[src/include/sfpc_pkg.sv]
/*
  Constants, codes and types of the sector flash port controller.
  Assumes a 200 MHz controller clock and a byte-wide sector flash on the pins.
*/
package sfpc_pkg;
  // Timing, in the units of the printed figures
  localparam int CLK_NS = 5;
  localparam int T_ACC_NS = 70;
  localparam int T_WP_NS = 100;
  localparam int T_REC_NS = 50;
  localparam int T_GAP_US = 150;
  localparam int T_POR_MS = 5;
  // Least times round up, longest times round down
  localparam int RD_CYC = (T_ACC_NS + CLK_NS - 1) / CLK_NS;
  localparam int WP_CYC = (T_WP_NS + CLK_NS - 1) / CLK_NS;
  localparam int REC_CYC = (T_REC_NS + CLK_NS - 1) / CLK_NS;
  localparam int GAP_CYC = (T_GAP_US * 1000) / CLK_NS;
  localparam int POR_CYC = (T_POR_MS * 1000000 + CLK_NS - 1) / CLK_NS;
  // Strobe falls two cycles after a load is taken; keep slack
  localparam int GAP_MARGIN = 4;
  localparam int CNT_W = 20;
  // Array geometry
  localparam int ADDR_W = 17;
  localparam int OFS_W = 7;
  localparam int DATA_W = 8;
  localparam logic [7:0] LOAD_CNT_MAX = 8'h80;
  localparam logic [1:0] SEQ_DATA = 2'h3;
  localparam logic [1:0] SEQ_LAST_UNLOCK = 2'h2;
  // Register word indices
  localparam logic [2:0] REG_CMD = 3'h0;
  localparam logic [2:0] REG_ADDR = 3'h1;
  localparam logic [2:0] REG_WDATA = 3'h2;
  localparam logic [2:0] REG_RDATA = 3'h3;
  localparam logic [2:0] REG_STATUS = 3'h4;
  localparam logic [2:0] REG_CFG = 3'h5;
  // Status and config fields
  localparam int ST_BUSY = 0;
  localparam int ST_PROG = 1;
  localparam int ST_POR_DONE = 2;
  localparam int ST_REFUSED = 3;
  localparam int ST_LOCK = 4;
  localparam int ST_DONE = 5;
  localparam int ST_CNT_LSB = 8;
  localparam int CFG_LOCK = 0;
  // Reset values
  localparam logic [ADDR_W-1:0] ADDR_RST = 17'h00000;
  localparam logic [DATA_W-1:0] DATA_RST = 8'h00;
  localparam logic STROBE_IDLE = 1'b1;

  typedef enum logic [2:0] {
    OP_NONE = 3'h0,
    OP_READ = 3'h1,
    OP_LOAD = 3'h2,
    OP_POLL = 3'h3,
    OP_LOCK = 3'h4
  } sfpc_op_type;

  typedef enum logic [1:0] {
    ST_IDLE = 2'h0,
    ST_ADDR = 2'h1,
    ST_PULSE = 2'h3,
    ST_REC = 2'h2
  } sfpc_state_type;
endpackage

[src/hw/sfpc_sector_flash_ctrl.sv]
/*
  Host controller for a byte-wide sector flash: Avalon-MM register slave on one
  side, chip select, output gate, write strobe, address and data pins on the other.
  Assumes the flash pins are synchronous to mclk and the bench resolves the data wire.
*/
// Local design decisions: the register addresses and the Avalon-MM register port.
`timescale 1ns/100ps

module sfpc_sector_flash_ctrl #(
  parameter int GAP_CYC_P = sfpc_pkg::GAP_CYC,
  parameter int POR_CYC_P = sfpc_pkg::POR_CYC,
  // Unlock addresses and data: arbitrary values, set for the part in use
  parameter logic [16:0] UNLOCK_ADDR0 = 17'h00000,
  parameter logic [16:0] UNLOCK_ADDR1 = 17'h00001,
  parameter logic [16:0] UNLOCK_ADDR2 = 17'h00002,
  parameter logic [7:0] UNLOCK_DATA0 = 8'h00,
  parameter logic [7:0] UNLOCK_DATA1 = 8'h01,
  parameter logic [7:0] UNLOCK_DATA2 = 8'h02
) (
  // Clock and reset
  input wire logic mclk,
  input wire logic nrst,
  // Avalon-MM slave
  input wire logic [2:0] avs_address,
  input wire logic avs_read,
  input wire logic avs_write,
  input wire logic [31:0] avs_writedata,
  output logic [31:0] avs_readdata,
  output logic avs_waitrequest,
  // Flash pins
  output logic flash_ce_n,
  output logic flash_oe_n,
  output logic flash_we_n,
  output logic [16:0] flash_addr,
  input wire logic [7:0] flash_dq_in,
  output logic [7:0] flash_dq_out,
  output logic flash_dq_oe_n
);
  localparam int CW = sfpc_pkg::CNT_W;

  logic wait_ff, nxt_wait;
  logic [31:0] bus_rd_ff, nxt_bus_rd;
  logic [16:0] addr_ff, nxt_addr;
  logic [7:0] wdata_ff, nxt_wdata;

  sfpc_pkg::sfpc_state_type state_ff, nxt_state;
  sfpc_pkg::sfpc_op_type op_ff, nxt_op;
  logic [CW-1:0] cnt_ff, nxt_cnt, gap_ff, nxt_gap, por_ff, nxt_por;
  logic [1:0] seq_ff, nxt_seq;
  logic ce_ff, nxt_ce, oe_ff, nxt_oe, we_ff, nxt_we, dqoe_n_ff, nxt_dqoe_n;
  logic [16:0] fa_ff, nxt_fa, last_addr_ff, nxt_last_addr;
  logic [7:0] dqo_ff, nxt_dqo, rd_ff, nxt_rd, load_cnt_ff, nxt_load_cnt;
  logic [9:0] sector_ff, nxt_sector;
  logic loading_ff, nxt_loading, prog_ff, nxt_prog, last7_ff, nxt_last7;
  logic prev6_ff, nxt_prev6, prev_ok_ff, nxt_prev_ok, last_cmd_ff, nxt_last_cmd;
  logic lock_ff, nxt_lock, refused_ff, nxt_refused, done_ff, nxt_done;

  logic bus_commit, cmd_wr, sts_wr, cfg_wr, is_read, por_done;
  logic [31:0] status;

  assign bus_commit = avs_write && !wait_ff;
  assign cmd_wr = bus_commit && (avs_address == sfpc_pkg::REG_CMD);
  assign sts_wr = bus_commit && (avs_address == sfpc_pkg::REG_STATUS);
  assign cfg_wr = bus_commit && (avs_address == sfpc_pkg::REG_CFG);
  assign is_read = (op_ff == sfpc_pkg::OP_READ) || (op_ff == sfpc_pkg::OP_POLL);
  assign por_done = (por_ff == CW'(POR_CYC_P));

  function automatic logic [16:0] pick_addr(input logic [1:0] s, input logic [16:0] a);
    logic [16:0] r;
    unique case (s)
      2'h0: r = UNLOCK_ADDR0;
      2'h1: r = UNLOCK_ADDR1;
      2'h2: r = UNLOCK_ADDR2;
      2'h3: r = a;
    endcase
    return r;
  endfunction

  function automatic logic [7:0] pick_data(input logic [1:0] s, input logic [7:0] d);
    logic [7:0] r;
    unique case (s)
      2'h0: r = UNLOCK_DATA0;
      2'h1: r = UNLOCK_DATA1;
      2'h2: r = UNLOCK_DATA2;
      2'h3: r = d;
    endcase
    return r;
  endfunction

  // Bus slave: one wait cycle, then a single acknowledge cycle
  always_comb begin
    status = 32'h00000000;
    status[sfpc_pkg::ST_BUSY] = (state_ff != sfpc_pkg::ST_IDLE);
    status[sfpc_pkg::ST_PROG] = prog_ff;
    status[sfpc_pkg::ST_POR_DONE] = por_done;
    status[sfpc_pkg::ST_REFUSED] = refused_ff;
    status[sfpc_pkg::ST_LOCK] = lock_ff;
    status[sfpc_pkg::ST_DONE] = done_ff;
    status[sfpc_pkg::ST_CNT_LSB +: 8] = load_cnt_ff;
    nxt_wait = 1'b1;
    nxt_bus_rd = bus_rd_ff;
    nxt_addr = addr_ff;
    nxt_wdata = wdata_ff;
    if ((avs_read || avs_write) && wait_ff) begin
      nxt_wait = 1'b0;
      unique case (avs_address)
        sfpc_pkg::REG_ADDR: nxt_bus_rd = {15'h0000, addr_ff};
        sfpc_pkg::REG_WDATA: nxt_bus_rd = {24'h000000, wdata_ff};
        sfpc_pkg::REG_RDATA: nxt_bus_rd = {24'h000000, rd_ff};
        sfpc_pkg::REG_STATUS: nxt_bus_rd = status;
        sfpc_pkg::REG_CFG: nxt_bus_rd = {31'h00000000, lock_ff};
        default: nxt_bus_rd = 32'h00000000;
      endcase
    end
    if (bus_commit && avs_address == sfpc_pkg::REG_ADDR) begin
      nxt_addr = avs_writedata[16:0];
    end
    if (bus_commit && avs_address == sfpc_pkg::REG_WDATA) begin
      nxt_wdata = avs_writedata[7:0];
    end
  end

  always_ff @(posedge mclk or negedge nrst) begin
    if (!nrst) begin
      wait_ff <= 1'b1;
      bus_rd_ff <= 32'h00000000;
      addr_ff <= sfpc_pkg::ADDR_RST;
      wdata_ff <= sfpc_pkg::DATA_RST;
    end else begin
      wait_ff <= nxt_wait;
      bus_rd_ff <= nxt_bus_rd;
      addr_ff <= nxt_addr;
      wdata_ff <= nxt_wdata;
    end
  end

  // Pin engine, load-period timer and polling
  always_comb begin
    sfpc_pkg::sfpc_op_type cmd_op;
    logic accept, gap_ok, sector_ok;
    logic [1:0] start_seq, seq_nx;
    cmd_op = sfpc_pkg::sfpc_op_type'(avs_writedata[2:0]);
    accept = 1'b0;
    gap_ok = (gap_ff + CW'(sfpc_pkg::GAP_MARGIN)) < CW'(GAP_CYC_P);
    sector_ok = (addr_ff[16:sfpc_pkg::OFS_W] == sector_ff) || (load_cnt_ff == 8'h00);
    start_seq = sfpc_pkg::SEQ_DATA;
    seq_nx = seq_ff + 2'h1;
    nxt_state = state_ff;
    nxt_op = op_ff;
    nxt_cnt = cnt_ff;
    nxt_seq = seq_ff;
    nxt_ce = ce_ff;
    nxt_oe = oe_ff;
    nxt_we = we_ff;
    nxt_fa = fa_ff;
    nxt_dqo = dqo_ff;
    nxt_dqoe_n = dqoe_n_ff;
    nxt_rd = rd_ff;
    nxt_loading = loading_ff;
    nxt_prog = prog_ff;
    nxt_load_cnt = load_cnt_ff;
    nxt_sector = sector_ff;
    nxt_last_addr = last_addr_ff;
    nxt_last7 = last7_ff;
    nxt_prev6 = prev6_ff;
    nxt_prev_ok = prev_ok_ff;
    nxt_last_cmd = last_cmd_ff;
    nxt_lock = lock_ff;
    nxt_refused = refused_ff;
    nxt_done = done_ff;
    nxt_gap = gap_ff;
    nxt_por = por_ff;
    if (!por_done) begin
      nxt_por = por_ff + 1'b1;
    end
    // Gap since the last strobe rise; expiry hands over to the device timer
    if (state_ff == sfpc_pkg::ST_PULSE) begin
      nxt_gap = '0;
    end else if (loading_ff) begin
      if (gap_ff == CW'(GAP_CYC_P - 1)) begin
        nxt_loading = 1'b0;
        nxt_prog = 1'b1;
        nxt_load_cnt = 8'h00;
        nxt_prev_ok = 1'b0;
        nxt_gap = '0;
      end else begin
        nxt_gap = gap_ff + 1'b1;
      end
    end
    if (state_ff == sfpc_pkg::ST_IDLE && cmd_wr) begin
      unique case (cmd_op)
        sfpc_pkg::OP_READ: accept = !loading_ff && !prog_ff;
        sfpc_pkg::OP_LOAD: accept = por_done && !prog_ff && (!loading_ff || (gap_ok && sector_ok));
        sfpc_pkg::OP_LOCK: accept = por_done && !prog_ff && !loading_ff;
        sfpc_pkg::OP_POLL: accept = prog_ff;
        default: accept = 1'b0;
      endcase
    end
    if (sts_wr && avs_writedata[sfpc_pkg::ST_REFUSED]) begin
      nxt_refused = 1'b0;
    end
    if (sts_wr && avs_writedata[sfpc_pkg::ST_DONE]) begin
      nxt_done = 1'b0;
    end
    if (cfg_wr) begin
      nxt_lock = avs_writedata[sfpc_pkg::CFG_LOCK];
    end
    // Set wins over a same-cycle clear
    if (cmd_wr && !accept) begin
      nxt_refused = 1'b1;
    end
    unique case (state_ff)
      sfpc_pkg::ST_IDLE: begin
        if (accept) begin
          if ((cmd_op == sfpc_pkg::OP_LOAD && lock_ff && !loading_ff) || cmd_op == sfpc_pkg::OP_LOCK) begin
            start_seq = 2'h0;
          end
          nxt_op = cmd_op;
          nxt_seq = start_seq;
          nxt_state = sfpc_pkg::ST_ADDR;
          nxt_cnt = '0;
          nxt_ce = 1'b0;
          nxt_fa = (cmd_op == sfpc_pkg::OP_POLL) ? last_addr_ff : pick_addr(start_seq, addr_ff);
          nxt_dqo = pick_data(start_seq, wdata_ff);
          nxt_dqoe_n = (cmd_op == sfpc_pkg::OP_READ) || (cmd_op == sfpc_pkg::OP_POLL);
        end
      end
      sfpc_pkg::ST_ADDR: begin
        nxt_state = sfpc_pkg::ST_PULSE;
        nxt_cnt = '0;
        if (is_read) begin
          nxt_oe = 1'b0;
        end else begin
          nxt_we = 1'b0;
        end
      end
      sfpc_pkg::ST_PULSE: begin
        if (cnt_ff == CW'((is_read ? sfpc_pkg::RD_CYC : sfpc_pkg::WP_CYC) - 1)) begin
          nxt_state = sfpc_pkg::ST_REC;
          nxt_cnt = '0;
          nxt_ce = sfpc_pkg::STROBE_IDLE;
          nxt_oe = sfpc_pkg::STROBE_IDLE;
          nxt_we = sfpc_pkg::STROBE_IDLE;
          if (is_read) begin
            nxt_rd = flash_dq_in;
            if (op_ff == sfpc_pkg::OP_POLL) begin
              // Bit seven true and bit six steady over two reads
              // Command-only cycle: array byte unknown, so bit six alone decides
              if ((flash_dq_in[7] == last7_ff || last_cmd_ff) && prev_ok_ff && flash_dq_in[6] == prev6_ff) begin
                nxt_prog = 1'b0;
                nxt_done = 1'b1;
              end
              nxt_prev6 = flash_dq_in[6];
              nxt_prev_ok = 1'b1;
            end
          end else begin
            nxt_loading = 1'b1;
            nxt_last_addr = fa_ff;
            nxt_last7 = dqo_ff[7];
            nxt_last_cmd = (seq_ff != sfpc_pkg::SEQ_DATA);
            if (seq_ff == sfpc_pkg::SEQ_DATA) begin
              if (load_cnt_ff == 8'h00) begin
                nxt_sector = fa_ff[16:sfpc_pkg::OFS_W];
              end
              if (load_cnt_ff != sfpc_pkg::LOAD_CNT_MAX) begin
                nxt_load_cnt = load_cnt_ff + 8'h01;
              end
            end
            if (op_ff == sfpc_pkg::OP_LOCK && seq_ff == sfpc_pkg::SEQ_LAST_UNLOCK) begin
              nxt_lock = 1'b1;
            end
          end
        end else begin
          nxt_cnt = cnt_ff + 1'b1;
        end
      end
      sfpc_pkg::ST_REC: begin
        if (cnt_ff == CW'(sfpc_pkg::REC_CYC - 1)) begin
          nxt_cnt = '0;
          nxt_dqoe_n = 1'b1;
          nxt_state = sfpc_pkg::ST_IDLE;
          if (!is_read && (seq_ff < sfpc_pkg::SEQ_LAST_UNLOCK ||
              (seq_ff == sfpc_pkg::SEQ_LAST_UNLOCK && op_ff == sfpc_pkg::OP_LOAD))) begin
            nxt_seq = seq_nx;
            nxt_state = sfpc_pkg::ST_ADDR;
            nxt_ce = 1'b0;
            nxt_fa = pick_addr(seq_nx, addr_ff);
            nxt_dqo = pick_data(seq_nx, wdata_ff);
            nxt_dqoe_n = 1'b0;
          end else if (op_ff == sfpc_pkg::OP_POLL && prog_ff) begin
            nxt_state = sfpc_pkg::ST_ADDR;
            nxt_ce = 1'b0;
          end
        end else begin
          nxt_cnt = cnt_ff + 1'b1;
        end
      end
    endcase
  end

  always_ff @(posedge mclk or negedge nrst) begin
    if (!nrst) begin
      state_ff <= sfpc_pkg::ST_IDLE;
      op_ff <= sfpc_pkg::OP_NONE;
      cnt_ff <= '0;
      gap_ff <= '0;
      por_ff <= '0;
      seq_ff <= sfpc_pkg::SEQ_DATA;
      ce_ff <= sfpc_pkg::STROBE_IDLE;
      oe_ff <= sfpc_pkg::STROBE_IDLE;
      we_ff <= sfpc_pkg::STROBE_IDLE;
      dqoe_n_ff <= 1'b1;
      fa_ff <= sfpc_pkg::ADDR_RST;
      last_addr_ff <= sfpc_pkg::ADDR_RST;
      dqo_ff <= sfpc_pkg::DATA_RST;
      rd_ff <= sfpc_pkg::DATA_RST;
      load_cnt_ff <= 8'h00;
      sector_ff <= 10'h000;
      loading_ff <= 1'b0;
      prog_ff <= 1'b0;
      last7_ff <= 1'b0;
      prev6_ff <= 1'b0;
      prev_ok_ff <= 1'b0;
      last_cmd_ff <= 1'b0;
      lock_ff <= 1'b0;
      refused_ff <= 1'b0;
      done_ff <= 1'b0;
    end else begin
      state_ff <= nxt_state;
      op_ff <= nxt_op;
      cnt_ff <= nxt_cnt;
      gap_ff <= nxt_gap;
      por_ff <= nxt_por;
      seq_ff <= nxt_seq;
      ce_ff <= nxt_ce;
      oe_ff <= nxt_oe;
      we_ff <= nxt_we;
      dqoe_n_ff <= nxt_dqoe_n;
      fa_ff <= nxt_fa;
      last_addr_ff <= nxt_last_addr;
      dqo_ff <= nxt_dqo;
      rd_ff <= nxt_rd;
      load_cnt_ff <= nxt_load_cnt;
      sector_ff <= nxt_sector;
      loading_ff <= nxt_loading;
      prog_ff <= nxt_prog;
      last7_ff <= nxt_last7;
      prev6_ff <= nxt_prev6;
      prev_ok_ff <= nxt_prev_ok;
      last_cmd_ff <= nxt_last_cmd;
      lock_ff <= nxt_lock;
      refused_ff <= nxt_refused;
      done_ff <= nxt_done;
    end
  end

  assign avs_readdata = bus_rd_ff;
  assign avs_waitrequest = wait_ff;
  assign flash_ce_n = ce_ff;
  assign flash_oe_n = oe_ff;
  assign flash_we_n = we_ff;
  assign flash_addr = fa_ff;
  assign flash_dq_out = dqo_ff;
  assign flash_dq_oe_n = dqoe_n_ff;

  // Helper: length of each write strobe low phase
  logic [7:0] we_lo_cnt_ff;
  always_ff @(posedge mclk or negedge nrst) begin
    if (!nrst) begin
      we_lo_cnt_ff <= 8'h00;
    end else begin
      we_lo_cnt_ff <= flash_we_n ? 8'h00 : we_lo_cnt_ff + 8'h01;
    end
  end
endmodule

[config.mk]
export PLATFORM = sky130hd
export DESIGN_NAME = sfpc_sector_flash_ctrl
export DESIGN_NICKNAME = d
export VERILOG_FILES = /design/src/include/sfpc_pkg.sv /design/src/hw/sfpc_sector_flash_ctrl.sv
export SDC_FILE = /design/constraint.sdc
export NUM_CORES = 1
export LEC_CHECK = 0
export ABC_AREA = 1
export BUFFER_PORTS_ARGS = -buffer_cell sky130_fd_sc_hd__clkbuf_2
export CORE_UTILIZATION = 55
export CTS_BUF_LIST = sky130_fd_sc_hd__clkbuf_8
export CTS_CLUSTER_SIZE = 40
export DETAILED_ROUTE_END_ITERATION = 10
export GPL_TIMING_DRIVEN = 0
export PLACE_DENSITY = 0.81
export SLEW_MARGIN = 25
export SYNTH_ARGS = -nofsm -noshare
export SYNTH_HDL_FRONTEND = slang
export SYNTH_SLANG_ARGS = --single-unit
export TNS_END_PERCENT = 50
[constraint.sdc]
create_clock -name mclk -period 2.9 [get_ports mclk]
set_clock_uncertainty 0.15 [all_clocks]
set_input_delay 0.29 -clock mclk [delete_from_list [all_inputs] [get_ports mclk]]
set_output_delay 0.29 -clock mclk [all_outputs]
set_load 0.02 [all_outputs]
==> impl_metrics.prom <==
# TYPE chip_impl_metric gauge
chip_impl_metric{name="worstPathArrival",unit="ps"} 2980
chip_impl_metric{name="diodes",unit=""} 0
chip_impl_metric{name="max_stage_delay",unit="ps"} 370
chip_impl_metric{name="dr.first_iter.drc_count",unit=""} 968
chip_impl_metric{name="final_slew_viol_count",unit=""} 0
chip_impl_metric{name="place_congestion",unit=""} 0.924
chip_impl_metric{name="crit_required",unit="ps"} 3140
chip_impl_metric{name="transition_time_of_the_tightest_slew_check_pin",unit="ps"} 1060
chip_impl_metric{name="post_synth_and_or_nand_nor_area_fraction",unit="%"} 26.3
chip_impl_metric{name="detail_route.first_pass.iterations",unit=""} 11
chip_impl_metric{name="grt_pass1_vias",unit=""} 9275
chip_impl_metric{name="placement.cell_area",unit="µm²"} 11100
chip_impl_info{name="clk_root_buffer_cell",value="clkbuf_8"} 1
chip_impl_metric{name="yosys.area_share.adder",unit="%"} 1.70
chip_impl_metric{name="chipHeight",unit="µm"} 139
chip_impl_metric{name="detail_route.vias_per_cell",unit=""} 5.63
chip_impl_metric{name="area_fraction_in_compound_gates_after_synthesis",unit="%"} 11.2
chip_impl_info{name="critPathCaptureType",value="flop"} 1
chip_impl_metric{name="core_box_area",unit="µm²"} 18100
chip_impl_metric{name="pin_count_of_the_biggest_net_entering_global_routing",unit=""} 90
chip_impl_metric{name="global_route_wire_length_before_repair",unit="mm"} 45.0
chip_impl_metric{name="irDropWorstVdd",unit="V"} 0.000382
chip_impl_metric{name="cts_setup_buffers",unit=""} 0
chip_impl_metric{name="cts_htree_levels",unit=""} 4
chip_impl_metric{name="tns",unit="ps"} 0
chip_impl_metric{name="die-area",unit="µm²"} 19300
chip_impl_metric{name="fmaxAchievable",unit="GHz"} 0.364
chip_impl_metric{name="drive_gt1_share",unit="%"} 12.1
chip_impl_metric{name="synth-seq-area-share",unit="%"} 46.5
chip_impl_metric{name="hold_viol_final",unit=""} 0
chip_impl_metric{name="yosys-mux-area-fraction",unit="%"} 0.875
chip_impl_metric{name="tritoncts_num_sinks",unit=""} 191
chip_impl_info{name="cp_cell_sequence",value="buf_2, nor4_1, nand4_1, nor3b_2, nand2_1, nor2_2, buf_4, nand2_2, nand2_1, inv_2, a32oi_1, inv_1"} 1
chip_impl_metric{name="async_flop_share",unit="%"} 100
chip_impl_metric{name="drt_drc_violations_left",unit=""} 7
chip_impl_info{name="tritoncts_clock_tree",value="built"} 1
chip_impl_metric{name="synthCells",unit=""} 1317
chip_impl_metric{name="detail_route.wl_per_cell",unit="µm"} 16.1
chip_impl_metric{name="critPathMaxFanout",unit=""} 10
chip_impl_metric{name="total_leakage_power",unit="µW"} 0.00572
chip_impl_metric{name="timing.critical_path.buf_inv",unit=""} 4
chip_impl_info{name="crit-reg2reg-launch",value="cnt_ff[12]"} 1
chip_impl_metric{name="synth_cell_types",unit=""} 54
chip_impl_metric{name="p_per_area",unit="nW/µm²"} 445
chip_impl_metric{name="layout_worst_path_cycle_share",unit="%"} 94.6
chip_impl_metric{name="detailroute.via_count",unit=""} 9554
chip_impl_metric{name="clock_slew_seen_by_the_registers_of_the_worst_setup_and_hold_paths",unit="ps"} 110
chip_impl_metric{name="design.final.nets",unit=""} 1515
chip_impl_metric{name="post-route-cell-area",unit="µm²"} 11700
chip_impl_metric{name="cts-buffers-inserted",unit=""} 17
chip_impl_info{name="slowest_stage",value="dfrtp_1"} 1
chip_impl_metric{name="floorplan.rows",unit=""} 49
chip_impl_info{name="outcome",value="finished, violations left"} 1
chip_impl_metric{name="track_usage",unit="%"} 29.3
chip_impl_metric{name="area_of_the_multi_input_gates",unit="µm²"} 4630
chip_impl_metric{name="sequential_cell_area",unit="µm²"} 4790
chip_impl_metric{name="insertion_delay",unit="ps"} 490
chip_impl_metric{name="detail-route-antenna-nets",unit=""} 0
chip_impl_info{name="layout_common_cells",value="nand2_1 (368), dfrtp_1 (184), inv_1 (162), nor2_1 (101), o21ai_0 (91)"} 1
chip_impl_metric{name="i_o_pin_cnt",unit=""} 109
chip_impl_info{name="critical_path.startpoint_type",value="flop"} 1
chip_impl_metric{name="synth_area",unit="µm²"} 10300
chip_impl_info{name="synth_top_family_by_area",value="simple AND/OR/NAND/NOR gates"} 1
chip_impl_info{name="synthFlopType",value="dfrtp_1"} 1
chip_impl_metric{name="routed_wirelength",unit="mm"} 27.3
chip_impl_metric{name="yosysWarningCount",unit=""} 0
chip_impl_metric{name="area_growth",unit="%"} 14.0
chip_impl_metric{name="final_layout_fill_cell_count",unit=""} 1520
chip_impl_metric{name="antenna_found_initial",unit=""} 0
chip_impl_info{name="start_point_of_the_critical_path",value="cnt_ff[12]"} 1
chip_impl_info{name="final_common_cell",value="nand2_1"} 1
chip_impl_metric{name="layout_min_cycle_time",unit="ps"} 2740
chip_impl_info{name="path_class",value="flop to flop"} 1
chip_impl_info{name="failing_checks",value="DRC"} 1
chip_impl_info{name="worstHoldStart",value="avs_writedata[2]"} 1
chip_impl_info{name="timing.hold.worst.class",value="primary input to flop"} 1
chip_impl_metric{name="fp.dieW",unit="µm"} 139
chip_impl_metric{name="grt.overflow.total",unit=""} 0
chip_impl_info{name="cpMostUsedCell",value="nand2_1"} 1
chip_impl_metric{name="yosys_register_bits",unit=""} 191
chip_impl_info{name="grt_setup_unrepaired",value="false"} 1
chip_impl_metric{name="effective_utilization_at_floorplan",unit="%"} 56.8
chip_impl_metric{name="cap_violations",unit=""} 0
chip_impl_metric{name="clk_path_buf_depth",unit=""} 2
chip_impl_info{name="path_delay_family",value="simple AND/OR/NAND/NOR gates"} 1
chip_impl_metric{name="synth_edf_count",unit=""} 0
chip_impl_metric{name="setup_viol_count_final",unit=""} 0
chip_impl_metric{name="max_slew_margin",unit="%"} 28.7
chip_impl_metric{name="placement.io_buffers",unit=""} 78
chip_impl_metric{name="hpwlAfterDp",unit="mm"} 20.2
chip_impl_metric{name="synth_xor_xnor_area_share",unit="%"} 4.17
chip_impl_metric{name="synthesis.area_per_instance",unit="µm²"} 7.82
==> routing by layer <==
layer / share of wire, % / track usage (%) / up-vias
li1: - / - / 4557
met1: 44 / 39.0 / 4626
met2: 48 / 48.5 / 305
met3: 5.6 / 4.87 / 66
met4: 2.7 / 10.5 / 0
met5: 0 / 0 / -
==> where the power goes <==
| group | internal [µW] | switching [µW] | total, µW |
|---|---|---|---|
| registers | 2790 | 104 | 2900 |
| logic | 182 | 341 | 523 |
| clock network | 735 | 1070 | 1800 |
| total | 3710 | 1510 | 5230 |
==> worst reg2reg max path: stages (launching register included) <==
cell and delay [ps]:
dfrtp_1 370, buf_2 160, nor4_1 300, nand4_1 240
nor3b_2 250, nand2_1 170, nor2_2 170, buf_4 220
nand2_2 110, nand2_1 190, inv_2 90, a32oi_1 170
inv_1 60
==> what timing repair did <==
item	CTS	global route
setup endpoints to repair	0	22
resized for setup	0	2
hold endpoints to repair	215	0
hold buffers	24	0
==> flip-flops by register name, summed over array words and instances, names as in the netlist, 10 cells and up <==
register	flops
cnt_ff	20
gap_ff	20
por_ff	20
addr_ff	17
avs_readdata	17
flash_addr	17
last_addr_ff	17
sector_ff	10
==> cell usage after synthesis (all sizes together) (11+ instances only) <==
cell    count  share of area [%]
buf        34                2.3
nor3       31                1.5
inv       166                6.0
o22ai      20                1.2
nand4      52                3.2
xor2       45                3.8
dfrtp     184                 45
nor2      105                3.9
ha         14                1.7
o21ai     103                5.0
clkbuf     23               0.84
nand2     374                 14
nor4       11               0.73
a21oi      31                1.5
nand3      50                2.6
==> path summary, 6_finish.rpt <==
kind | to | slack [ps] | cells past startpoint
worst min-delay path | wdata_ff[2] | 50 | 3
worst max register to register | load_cnt_ff[3] | 160 | 12
worst max-delay path | load_cnt_ff[3] | 160 | 12
max in group asynchronous | seq_ff[1] | 1840 | 3
worst min register to register | flash_ce_n | 320 | 2
min in group asynchronous | cnt_ff[2] | 60 | 2
==> stage by stage <==
step / hold WS, ps / worst slack, ps / utilization (%) / power [µW] / cells
6_report: 47.4 / 156 / 64.7 / 5230 / 1696
5_1_grt: 54.3 / 3.21 / 64.7 / 5400 / 1696
4_1_cts: 23.6 / 74.2 / 64.6 / 5230 / 1696
3_5_place_dp: 14.1 / 102 / 61.1 / 3440 / 1640
3_3_place_gp: 303 / -2180 / 60.8 / 3410 / 1638
2_1_floorplan: -156 / 699 / - / 3200 / 1331
==> kinds of logic (layout without fill, tap and decap cells) <==
family                     count (synthesis)  after routing
xor gates and xnor gates                  49             49
adders and majority gates                 14             14
other                                      1             15
DFF                                      191            191
and+or+nand+nor                          633            633
AOI/OAI and AO/OA                        198            198
muxes                                      8              8
buffers and inverters                    223            359
==> area by class of cell <==
class / instances / share of cell area, %
multi-input cells: 917 / 39.4
clock buffers: 18 / 2.11
plain buffers: 57 / 2.74
well taps: 229 / 2.44
inverters: 166 / 5.31
clock inverters: 14 / 1.28
repair buffers: 104 / 5.92
flip-flops and latches: 191 / 40.8
No activity file was read; power rests on OpenSTA's default activity.
